[src/rtl/exc_pkg.sv]
// constants, types and field layout of the exception cause and return address block
package exc_pkg;

  // -------------------------------------------------------------------
  // register map
  // -------------------------------------------------------------------
  localparam logic [31:0] CAUSE_ADDR = 32'h0000_0000;
  localparam logic [31:0] EPC_ADDR = 32'h0000_0004;
  localparam logic [31:0] CTRL_ADDR = 32'h0000_0008;
  localparam logic [31:0] INFO_ADDR = 32'h0000_000c;

  // -------------------------------------------------------------------
  // field positions
  // -------------------------------------------------------------------
  localparam int DS_POS = 31;
  localparam int CE_LSB = 28;
  localparam int IP_LSB = 8;
  localparam int EXC_LSB = 2;
  localparam int CTRL_IE_POS = 0;
  localparam int CTRL_EXL_POS = 1;
  localparam int CTRL_ERL_POS = 2;
  localparam int CTRL_IM_LSB = 8;
  localparam int INFO_COMPACT_POS = 0;
  localparam int INFO_IRQ_POS = 1;

  // -------------------------------------------------------------------
  // reset values and timing
  // -------------------------------------------------------------------
  localparam logic [31:0] EPC_RST = 32'h0000_0000;
  localparam logic [4:0] CODE_RST = 5'h00;
  localparam logic [7:0] IM_RST = 8'h00;
  localparam logic IE_RST = 1'b0;
  localparam logic EXL_RST = 1'b0;
  localparam logic ERL_RST = 1'b1;
  localparam logic [2:0] PIN_SETTLE_CYCLES = 3'h4;
  localparam logic [1:0] RESP_OKAY = 2'h0;
  localparam logic [1:0] RESP_SLVERR = 2'h2;

  // -------------------------------------------------------------------
  // exception codes
  // -------------------------------------------------------------------
  typedef enum logic [4:0] {
    EXC_INTERRUPT = 5'h00,
    EXC_TLB_MODIFIED = 5'h01,
    EXC_TLB_REFILL_LOAD = 5'h02,
    EXC_TLB_REFILL_STORE = 5'h03,
    EXC_ADDR_ERR_LOAD = 5'h04,
    EXC_ADDR_ERR_STORE = 5'h05,
    EXC_BUS_ERR_FETCH = 5'h06,
    EXC_BUS_ERR_DATA = 5'h07,
    EXC_SYSCALL = 5'h08,
    EXC_BREAKPOINT = 5'h09,
    EXC_RESERVED_INSTR = 5'h0a,
    EXC_COP_UNUSABLE = 5'h0b,
    EXC_OVERFLOW = 5'h0c,
    EXC_TRAP = 5'h0d,
    EXC_WATCH = 5'h17
  } exc_code_t;

  function automatic logic code_legal(input logic [4:0] c);
    return (c <= EXC_TRAP) || (c == EXC_WATCH);
  endfunction : code_legal

endpackage : exc_pkg

[src/rtl/reg_access_if.sv]
// register access strobes between the bus slave and the register file
`timescale 1ns/1ps
interface reg_access_if;
  logic wr_en;
  logic [31:0] wr_addr;
  logic [31:0] wr_data;
  logic [3:0] wr_strb;
  logic wr_ok;
  logic rd_en;
  logic [31:0] rd_addr;
  logic [31:0] rd_data;
  logic rd_ok;

  modport slave_side (
    output wr_en, wr_addr, wr_data, wr_strb, rd_en, rd_addr,
    input wr_ok, rd_data, rd_ok
  );
  modport regs_side (
    input wr_en, wr_addr, wr_data, wr_strb, rd_en, rd_addr,
    output wr_ok, rd_data, rd_ok
  );
endinterface : reg_access_if

[src/rtl/pin_sync3.sv]
// three-stage input synchroniser with agreement filter
`timescale 1ns/1ps
module pin_sync3 #(
  parameter int WIDTH = 6
) (
  input wire logic aclk,
  input wire logic aresetn,
  input wire logic clk_en,
  input wire logic [WIDTH-1:0] pin_in,
  output logic [WIDTH-1:0] pin_out
);
  if (WIDTH < 1) begin : g_bad_width
    $error("pin_sync3 needs WIDTH of at least 1");
  end

  typedef struct packed {
    logic [WIDTH-1:0] s1;
    logic [WIDTH-1:0] s2;
    logic [WIDTH-1:0] s3;
    logic [WIDTH-1:0] out;
  } sync_state_t;

  sync_state_t q, d;
  logic [WIDTH-1:0] differ;

  always_comb begin
    d = q;
    d.s1 = pin_in;
    d.s2 = q.s1;
    d.s3 = q.s2;
    // output follows only once second and third stage agree
    differ = q.s2 ^ q.s3;
    d.out = (q.s3 & ~differ) | (q.out & differ);
  end

  always_ff @(posedge aclk) begin
    if (!aresetn) begin
      q <= '0;
    end else if (clk_en) begin
      q <= d;
    end
  end

  assign pin_out = q.out;
endmodule : pin_sync3

[src/rtl/reg_axil_slave.sv]
// axi4-lite slave turning bus transfers into register strobes
`timescale 1ns/1ps
module reg_axil_slave (
  input wire logic aclk,
  input wire logic aresetn,
  input wire logic clk_en,
  input wire logic [31:0] awaddr,
  input wire logic awvalid,
  output logic awready,
  input wire logic [31:0] wdata,
  input wire logic [3:0] wstrb,
  input wire logic wvalid,
  output logic wready,
  output logic [1:0] bresp,
  output logic bvalid,
  input wire logic bready,
  input wire logic [31:0] araddr,
  input wire logic arvalid,
  output logic arready,
  output logic [31:0] rdata,
  output logic [1:0] rresp,
  output logic rvalid,
  input wire logic rready,
  reg_access_if.slave_side bus
);
  import exc_pkg::*;

  typedef struct packed {
    logic aw_have;
    logic [31:0] awaddr;
    logic w_have;
    logic [31:0] wdata;
    logic [3:0] wstrb;
    logic bvalid;
    logic [1:0] bresp;
    logic ar_have;
    logic [31:0] araddr;
    logic rvalid;
    logic [31:0] rdata;
    logic [1:0] rresp;
    logic awready;
    logic wready;
    logic arready;
  } slave_state_t;

  slave_state_t q, d;

  assign bus.wr_en = q.aw_have && q.w_have && !q.bvalid;
  assign bus.wr_addr = q.awaddr;
  assign bus.wr_data = q.wdata;
  assign bus.wr_strb = q.wstrb;
  assign bus.rd_en = q.ar_have && !q.rvalid;
  assign bus.rd_addr = q.araddr;

  always_comb begin
    d = q;
    // -------------------------------------------------------------------
    // write path: address and data in either order
    // -------------------------------------------------------------------
    if (awvalid && q.awready) begin
      d.aw_have = 1'b1;
      d.awaddr = awaddr;
    end
    if (wvalid && q.wready) begin
      d.w_have = 1'b1;
      d.wdata = wdata;
      d.wstrb = wstrb;
    end
    if (q.bvalid && bready) begin
      d.bvalid = 1'b0;
    end
    if (bus.wr_en) begin
      d.bvalid = 1'b1;
      d.bresp = bus.wr_ok ? RESP_OKAY : RESP_SLVERR;
      d.aw_have = 1'b0;
      d.w_have = 1'b0;
    end
    // -------------------------------------------------------------------
    // read path
    // -------------------------------------------------------------------
    if (arvalid && q.arready) begin
      d.ar_have = 1'b1;
      d.araddr = araddr;
    end
    if (q.rvalid && rready) begin
      d.rvalid = 1'b0;
    end
    if (bus.rd_en) begin
      d.rvalid = 1'b1;
      d.rdata = bus.rd_ok ? bus.rd_data : 32'h0000_0000;
      d.rresp = bus.rd_ok ? RESP_OKAY : RESP_SLVERR;
      d.ar_have = 1'b0;
    end
    // one transfer of each kind in flight
    d.awready = !d.aw_have && !d.bvalid;
    d.wready = !d.w_have && !d.bvalid;
    d.arready = !d.ar_have && !d.rvalid;
  end

  always_ff @(posedge aclk) begin
    if (!aresetn) begin
      q <= '0;
    end else if (clk_en) begin
      q <= d;
    end
  end

  assign awready = q.awready;
  assign wready = q.wready;
  assign bvalid = q.bvalid;
  assign bresp = q.bresp;
  assign arready = q.arready;
  assign rvalid = q.rvalid;
  assign rdata = q.rdata;
  assign rresp = q.rresp;
endmodule : reg_axil_slave

[src/rtl/exc_cause_epc.sv]
// exception cause and return address registers of the system coprocessor
`timescale 1ns/1ps
module exc_cause_epc (
  input wire logic aclk,
  input wire logic aresetn,
  input wire logic clk_en,
  input wire logic [31:0] s_axil_awaddr,
  input wire logic s_axil_awvalid,
  output logic s_axil_awready,
  input wire logic [31:0] s_axil_wdata,
  input wire logic [3:0] s_axil_wstrb,
  input wire logic s_axil_wvalid,
  output logic s_axil_wready,
  output logic [1:0] s_axil_bresp,
  output logic s_axil_bvalid,
  input wire logic s_axil_bready,
  input wire logic [31:0] s_axil_araddr,
  input wire logic s_axil_arvalid,
  output logic s_axil_arready,
  output logic [31:0] s_axil_rdata,
  output logic [1:0] s_axil_rresp,
  output logic s_axil_rvalid,
  input wire logic s_axil_rready,
  input wire logic exc_valid,
  input wire logic [4:0] exc_code,
  input wire logic [31:0] exc_pc,
  input wire logic [31:0] exc_branch_pc,
  input wire logic exc_in_delay_slot,
  input wire logic exc_after_extend,
  input wire logic exc_isa16,
  input wire logic [1:0] exc_cop_num,
  input wire logic [31:0] count_value,
  input wire logic [31:0] compare_value,
  input wire logic [4:0] int_req,
  input wire logic compact_isa_enable_pin,
  output logic interrupt_request,
  output logic exception_level,
  output logic compact_isa_enabled
);
  import exc_pkg::*;

  typedef struct packed {
    logic delay_slot_flag;
    logic [1:0] cop_num;
    logic [7:0] interrupt_pending;
    logic [4:0] exception_code;
    logic [31:0] epc;
    logic global_interrupt_enable;
    logic exception_level;
    logic error_level;
    logic [7:0] interrupt_mask;
    logic compact_en;
    logic sampled;
    logic [2:0] settle_cnt;
    logic irq;
  } core_state_t;

  core_state_t q, d;
  reg_access_if bus ();
  logic [5:0] sync_out;
  logic [4:0] int_sync;
  logic compact_sync;
  logic exc_take;
  logic slot;
  logic [31:0] restart;
  logic [31:0] cause_word;
  logic [31:0] ctrl_word;
  logic [31:0] ctrl_new;
  logic [31:0] info_word;

  function automatic logic [31:0] byte_merge(input logic [31:0] old_v,
                                              input logic [31:0] new_v,
                                              input logic [3:0] strb);
    logic [31:0] r;
    r = old_v;
    for (int i = 0; i < 4; i++) begin
      if (strb[i]) begin
        r[8*i +: 8] = new_v[8*i +: 8];
      end
    end
    return r;
  endfunction : byte_merge

  // -------------------------------------------------------------------
  // bus slave and input synchronisers
  // -------------------------------------------------------------------
  reg_axil_slave u_slave (
    .aclk(aclk),
    .aresetn(aresetn),
    .clk_en(clk_en),
    .awaddr(s_axil_awaddr),
    .awvalid(s_axil_awvalid),
    .awready(s_axil_awready),
    .wdata(s_axil_wdata),
    .wstrb(s_axil_wstrb),
    .wvalid(s_axil_wvalid),
    .wready(s_axil_wready),
    .bresp(s_axil_bresp),
    .bvalid(s_axil_bvalid),
    .bready(s_axil_bready),
    .araddr(s_axil_araddr),
    .arvalid(s_axil_arvalid),
    .arready(s_axil_arready),
    .rdata(s_axil_rdata),
    .rresp(s_axil_rresp),
    .rvalid(s_axil_rvalid),
    .rready(s_axil_rready),
    .bus(bus.slave_side)
  );

  pin_sync3 #(
    .WIDTH(6)
  ) u_sync (
    .aclk(aclk),
    .aresetn(aresetn),
    .clk_en(clk_en),
    .pin_in({compact_isa_enable_pin, int_req}),
    .pin_out(sync_out)
  );

  assign int_sync = sync_out[4:0];
  assign compact_sync = sync_out[5];

  // -------------------------------------------------------------------
  // register words and read decode
  // -------------------------------------------------------------------
  always_comb begin
    cause_word = 32'h0000_0000;
    cause_word[DS_POS] = q.delay_slot_flag;
    cause_word[CE_LSB +: 2] = q.cop_num;
    cause_word[IP_LSB +: 8] = q.interrupt_pending;
    cause_word[EXC_LSB +: 5] = q.exception_code;
    ctrl_word = 32'h0000_0000;
    ctrl_word[CTRL_IE_POS] = q.global_interrupt_enable;
    ctrl_word[CTRL_EXL_POS] = q.exception_level;
    ctrl_word[CTRL_ERL_POS] = q.error_level;
    ctrl_word[CTRL_IM_LSB +: 8] = q.interrupt_mask;
    info_word = 32'h0000_0000;
    info_word[INFO_COMPACT_POS] = q.compact_en;
    info_word[INFO_IRQ_POS] = q.irq;
  end

  always_comb begin
    bus.rd_ok = 1'b1;
    unique case (bus.rd_addr)
      CAUSE_ADDR: bus.rd_data = cause_word;
      EPC_ADDR: bus.rd_data = q.epc;
      CTRL_ADDR: bus.rd_data = ctrl_word;
      INFO_ADDR: bus.rd_data = info_word;
      default: begin
        bus.rd_data = 32'h0000_0000;
        bus.rd_ok = 1'b0;
      end
    endcase
  end

  assign bus.wr_ok = (bus.wr_addr == CAUSE_ADDR) || (bus.wr_addr == EPC_ADDR) ||
                     (bus.wr_addr == CTRL_ADDR) || (bus.wr_addr == INFO_ADDR);

  // -------------------------------------------------------------------
  // next state
  // -------------------------------------------------------------------
  always_comb begin
    d = q;
    ctrl_new = byte_merge(ctrl_word, bus.wr_data, bus.wr_strb);
    exc_take = exc_valid && code_legal(exc_code);
    slot = exc_in_delay_slot || (q.compact_en && exc_isa16 && exc_after_extend);
    restart = slot ? exc_branch_pc : exc_pc;

    if (!q.sampled) begin
      if (q.settle_cnt == PIN_SETTLE_CYCLES) begin
        d.compact_en = compact_sync;
        d.sampled = 1'b1;
      end else begin
        d.settle_cnt = q.settle_cnt + 3'h1;
      end
    end

    d.interrupt_pending[7] = (count_value == compare_value);
    d.interrupt_pending[6:2] = int_sync;

    if (bus.wr_en) begin
      if (bus.wr_addr == CAUSE_ADDR && bus.wr_strb[IP_LSB / 8]) begin
        d.interrupt_pending[1:0] = bus.wr_data[IP_LSB +: 2];
      end
      if (bus.wr_addr == EPC_ADDR) begin
        d.epc = byte_merge(q.epc, bus.wr_data, bus.wr_strb);
      end
      if (bus.wr_addr == CTRL_ADDR) begin
        d.global_interrupt_enable = ctrl_new[CTRL_IE_POS];
        d.exception_level = ctrl_new[CTRL_EXL_POS];
        d.error_level = ctrl_new[CTRL_ERL_POS];
        d.interrupt_mask = ctrl_new[CTRL_IM_LSB +: 8];
      end
    end

    // exception recording wins over a software write in the same cycle, except a return address write while already at exception level
    if (exc_take) begin
      d.exception_code = exc_code;
      d.delay_slot_flag = slot;
      if (exc_code == EXC_COP_UNUSABLE) begin
        d.cop_num = exc_cop_num;
      end
      if (!q.exception_level) begin
        d.epc = q.compact_en ? {restart[31:1], exc_isa16} : restart;
      end
      d.exception_level = 1'b1;
    end

    d.irq = q.global_interrupt_enable && !q.exception_level && !q.error_level &&
            |(q.interrupt_pending & q.interrupt_mask);
  end

  always_ff @(posedge aclk) begin
    if (!aresetn) begin
      q <= '0;
      q.exception_code <= CODE_RST;
      q.epc <= EPC_RST;
      q.global_interrupt_enable <= IE_RST;
      q.exception_level <= EXL_RST;
      q.error_level <= ERL_RST;
      q.interrupt_mask <= IM_RST;
    end else if (clk_en) begin
      q <= d;
    end
  end

  assign interrupt_request = q.irq;
  assign exception_level = q.exception_level;
  assign compact_isa_enabled = q.compact_en;
endmodule : exc_cause_epc

[config.mk]
export PLATFORM = sky130hd
export DESIGN_NAME = exc_cause_epc
export DESIGN_NICKNAME = d
export VERILOG_FILES = /design/src/rtl/exc_pkg.sv /design/src/rtl/reg_access_if.sv /design/src/rtl/pin_sync3.sv /design/src/rtl/reg_axil_slave.sv /design/src/rtl/exc_cause_epc.sv
export SDC_FILE = /design/constraint.sdc
export NUM_CORES = 1
export LEC_CHECK = 0
export ABC_AREA = 0
export BUFFER_PORTS_ARGS = -buffer_cell sky130_fd_sc_hd__buf_2
export CORE_AREA = 8 8 175 177
export DETAILED_ROUTE_END_ITERATION = 6
export DIE_AREA = 0 0 183 185
export PLACE_DENSITY = 0.65
export SKIP_CTS_REPAIR_TIMING = 1
export SYNTH_ARGS = -nofsm -noshare
export SYNTH_HDL_FRONTEND = slang
export SYNTH_HIERARCHICAL = 1
export SYNTH_SLANG_ARGS = --single-unit
export TNS_END_PERCENT = 30
[constraint.sdc]
create_clock -name aclk -period 2.3 [get_ports aclk]
set_input_delay 0.69 -clock aclk [delete_from_list [all_inputs] [get_ports aclk]]
set_output_delay 0.69 -clock aclk [all_outputs]
set_load 0.1 [all_outputs]
Word level (Yosys, flattened, before mapping)
Index checks and enable logic that the tools add are counted.
{ "classes": {"bitwise": 8, "n_eq_ne": 10, "muxes": 32, "magnitude_cmp": 1, "addsub": 1, "reduce_logical": 52} }
{ "ops": {"columns": ["operator", "n"], "rows": [
  ["two-way mux 32 bit", 5],
  ["== test 32 x 4 -> 1 bit (second input constant)", 4],
  ["one-hot mux 32 bit (4 select lines)", 1],
  ["two-way mux 33 bit", 2],
  ["== test 32 x 3 -> 1 bit (second input constant)", 2],
  ["zero test 32 bit", 2],
  ["two-way mux 43 bit", 1],
  ["two-way mux 8 bit", 5],
  ["two-way mux 37 bit", 1],
  ["two-way mux 35 bit", 1],
  ["== test 32 bit", 1],
  ["logical AND 1 bit", 18],
  ["bitwise AND 6 bit", 2],
  ["AND reduction 2 bit", 6],
  ["AND reduction 3 bit", 4],
  ["AND reduction 4 bit", 3],
  ["two-way mux 11 bit", 1],
  ["zero test 1 bit", 9],
  ["two-way mux 1 bit", 9],
  ["two-way mux 3 bit", 3],
  ["bitwise AND 8 bit", 1],
  ["OR reduction 8 bit", 1],
  ["NOT 6 bit", 1],
  ["OR 6 bit", 1],
  ["other kinds (12)", 20]
]} }
{ "word_totals": {"elab_cells": 137, "out_inout_bits": 44, "register_bits": 233, "in_bits": 253} }

Depth between registers and ports, before layout
{ "logic_depth": {"depth_word": 8, "mapped_depth": 10, "ltp_nobuf": 7} }

Modules after synthesis
Netlist, hierarchy kept.
{ "by_module_without_submodules": {"columns": ["mod", "instances", "seq_area_each_um2", "cells_per_inst", "area_each_um2"], "rows": [
  ["reg_axil_slave", 1, 2842.7, 761, 6845.3],
  ["exc_cause_epc", 1, 1301.2, 539, 4558.1],
  ["pin_sync3", 1, 480.5, 102, 991.0]
]} }

Worst setup path before layout
OpenSTA, ideal clock, no wires.
{ "synth_path": {"kind": "register to register", "from": "register u_slave.q, in the netlist u_slave/bvalid", "to": "register q[29] in the netlist's numbering", "synth_period_minus_slack_ns": 2.341, "t_required_ns": 2.178, "path_stages_with_launch": 9, "setup_ns": 0.122, "path_buffers": 3, "slack_ns": -0.041, "arrival_time_ns": 2.219, "path_cell_list": "dfxtp_1 > nor2_1 > and3b_1 > clkbuf_1 > and3_1 > buf_2 > buf_4 > a31oi_1 > a21oi_1"} }
{ "synth_via": {"elab_chain_len": 5} }
{ "synth_lines": {"columns": ["element", "line_no", "rtl"], "rows": [
  ["start, declared", "reg_axil_slave.sv:46", "slave_state_t q, d;"],
  ["start signal, assigned", "reg_axil_slave.sv:102", "q <= '0;"],
  ["start signal, assigned", "reg_axil_slave.sv:104", "q <= d;"],
  ["zero test 1 bit *", "reg_axil_slave.sv:48", "assign bus.wr_en = q.aw_have && q.w_have && !q.bvalid;"],
  ["logical AND 1 bit *", "reg_axil_slave.sv:48", null],
  ["via bus.wr_en", "reg_access_if.sv:4", "logic wr_en;"],
  ["two-way mux 43 bit *", "exc_cause_epc.sv:182", "if (bus.wr_en) begin"],
  ["two-way mux 32 bit", "exc_cause_epc.sv:204", "if (!q.exception_level) begin"],
  ["two-way mux 32 bit *", "exc_cause_epc.sv:198", "if (exc_take) begin"],
  ["end, declared", "exc_cause_epc.sv:58", "core_state_t q, d;"]
]} }
Mark *: on every way through the listed nets, which the timed path passes. The rest lies on a longest branch. The select of a mux whose other input is x is not followed.
A chain may end at the register's enable or synchronous reset.

Worst setup path after layout
{ "layout_path": {"from": "register q, in the netlist compact_isa_enabled", "to": "output compact_isa_enabled"} }
{ "layout_lines": {"columns": ["element", "line_no", "rtl"], "rows": [
  ["end, declared", "exc_cause_epc.sv:38", "output logic compact_isa_enabled"]
]} }
No word-level cell between the ends.

==> impl_results.md <==
* Status: finished, final reports clean
* Vias in the first global route at 9720
* RSZ-0062 raised after global routing: no
* Switching power at 2520 uW
* Post-route DRC violation count at 0
* Clk sink count at 231
* Worst path cell trace: buf_2
* CP max stage delay at 0.51 ns
* Clk pwr share at 43.5%
* Post-synthesis cell count at roughly 1400
* CP Capture Type: primary output
* H-tree levels at 1
* Slew HR at roughly three fifths
* Dpl cells at 1891
* Worst slew pin tran at 0.592 ns
* Final Cycle Share at ~97%
* Critical path fanouts, max at 6
* First-pass GRT wire length at 52400 um
* Detail Route Antenna Nets at 0
* Clk slew on worst S/H paths at approximately 0.060 ns
* Fin nets at 1790
* Critical path data required time at 1.61 ns
* Fin util at approximately half
* Chip width at 183 um
* CTS root buf: clkbuf_16
* Pins Over Slew Limit at 0
* I/O pin count at 297
* Maximum clock path buffer count at 3
* Sequential fraction of design power at a little over two fifths
* Area growth syn-to-layout at 14.4%
* Fin crit period at 2.22 ns
* Total wire length at ~34000 um
* Final Wtd Congestion at slightly above 0.8
* Layout cell share with drive strength beyond 1 at approximately 28%
* Dpl hpwl at 25600 um
* Comb pwr share at 13.4%
* Final worst slack at about 0.08 ns
* Hold path cells at 3
* Setup WS pre-CTS at around 0.073 ns
* Total gr overflow at 0
* Worst-skew pair later-pin latency at 0.53 ns
* Largest net degree at the start of global routing at 70
* Total number of yosys warnings at 6
* Netlist Area Pre-Place at 12400 um^2
* Final setup vio count at 0
* I/O Buffers at 294
* Drt pass-1 iters at 5
* Fin Setup TNS at 0 ns
* F_max at 450 MHz
* Total track usage at 19.1%
* Critical Path AT at 1.53 ns
* Int Power at 7230 uW
* Max cap viols at 0
* Pwr/cell area at 688 nW/um^2
* CTS tree: built
* Final hold viol count at 0
* Initial Util at 44.1%
* Critical path depth at 1
* Leak at 0.00570 uW
* Switching share of total power at 25.8%
* Initial antenna violation count at 4
* CP top delay family: flip-flops
* Die height at 185 um
* Hold Path Class: primary input to register
* Core area at approximately 28000 um^2
* Routed wire length per instance at 17.4 um
* Worst r2r path cells at 5
* Die footprint at 33900 um^2
* Setup Skew at 0.0189 ns
* Rows at slightly above 60
* Nature of the critical path startpoint: register
* Final hold slack at 0.393 ns
* Number of buffers and inverters on the critical path at 1
* Num CTS Buffers at 26
* Cell Count, Final, Fillers Out at 1941
* Worst Path Class, Setup: register to primary output
* DR vias at 9720
* DR vias/cell at 5.01
* Syn Area/Cell at 8.84 um^2
* Critical-path top delay cell: dfxtp_1
* Worst vdd ir at 0.440 mV
* Initial DRC count at 668
-- through the flow --
step	power (uW)	cell area, um^2
floorplan	5110	12400
global placement	5560	13300
detailed placement	5590	13300
CTS	9840	14200
global route	10100	14200
finish	9740	14200
-- worst paths after layout --
kind | startpoint | end | slack (ns)
max | compact_isa_enabled$_SDFFE_PN0P_ | compact_isa_enabled | 0.08
min | s_axil_awaddr[18] | u_slave/bus.wr_addr[18]$_SDFFE_PN0P_ | 0.39
max reg2reg | u_slave/bus.wr_addr[25]$_SDFFE_PN0P_ | q[19]$_SDFFE_PN0P_ | 0.16
min reg2reg | u_slave/bus.rd_addr[19]$_SDFFE_PN0P_ | u_slave/bus.rd_addr[19]$_SDFFE_PN0P_ | 0.45
-- registers in the layout (all words and copies together) (netlist names), 3 cells and up, named ones only --
signal               count
u_slave/bus.wr_data     32
ctrl_word               10
u_sync/d                12
u_sync/q                 6
u_slave/bus.rd_addr     32
u_slave/bus.wr_strb      4
cause_word              16
u_slave/q                3
u_slave/rdata           32
q                       36
u_slave/bus.wr_addr     32
-- power by group through the flow --
| stage | registers, uW | logic (uW) | clock network (uW) |
|---|---|---|---|
| 2_1_floorplan | 4290 | 829 | 0 |
| 3_3_place_gp | 4280 | 1290 | 0 |
| 3_5_place_dp | 4280 | 1310 | 0 |
| 4_1_cts | 4190 | 1310 | 4340 |
| 5_1_grt | 4210 | 1420 | 4520 |
| 6_report | 4200 | 1300 | 4240 |
-- routing by layer --
metal  track usage [%]  vias up  share of wire, %
met5                 0        -                 0
met4              4.49        0               1.7
met3              3.69       37               5.1
met2              30.4      220                46
met1              26.3     4509                48
li1                  -     4954                 -
-- cells in the final DEF (no fill, tap or decap), types with 5 or more instances in the layout --
cell type,n
buf_2,292
nand2_1,277
dfxtp_1,230
mux2i_1,186
nand3_1,65
a21oi_1,57
nor2_1,54
buf_4,34
mux2_2,27
clkbuf_16,26
o221ai_1,22
nor2b_1,22
o21ai_0,21
and2_1,17
xor2_1,17
xnor2_1,17
inv_1,15
buf_12,14
a31oi_1,13
nor4_1,12
nand4_1,10
a21boi_0,8
a22oi_1,7
nor4_4,7
nand4b_1,6
clkinv_2,6
a221o_1,5
clkbuf_1,5
-- final cells by class --
| class | count | area [um^2] |
|---|---|---|
| fillers | 2742 | 13900 |
| multi-input cells | 919 | 6100 |
| flip-flops and latches | 231 | 4630 |
| repair buffers | 341 | 2010 |
| clock buffers | 35 | 724 |
| well taps | 384 | 480 |
| clock inverters | 13 | 159 |
| inverters | 16 | 60.1 |
| diodes | 2 | 5.00 |
Power figures use the tool's default switching activity.
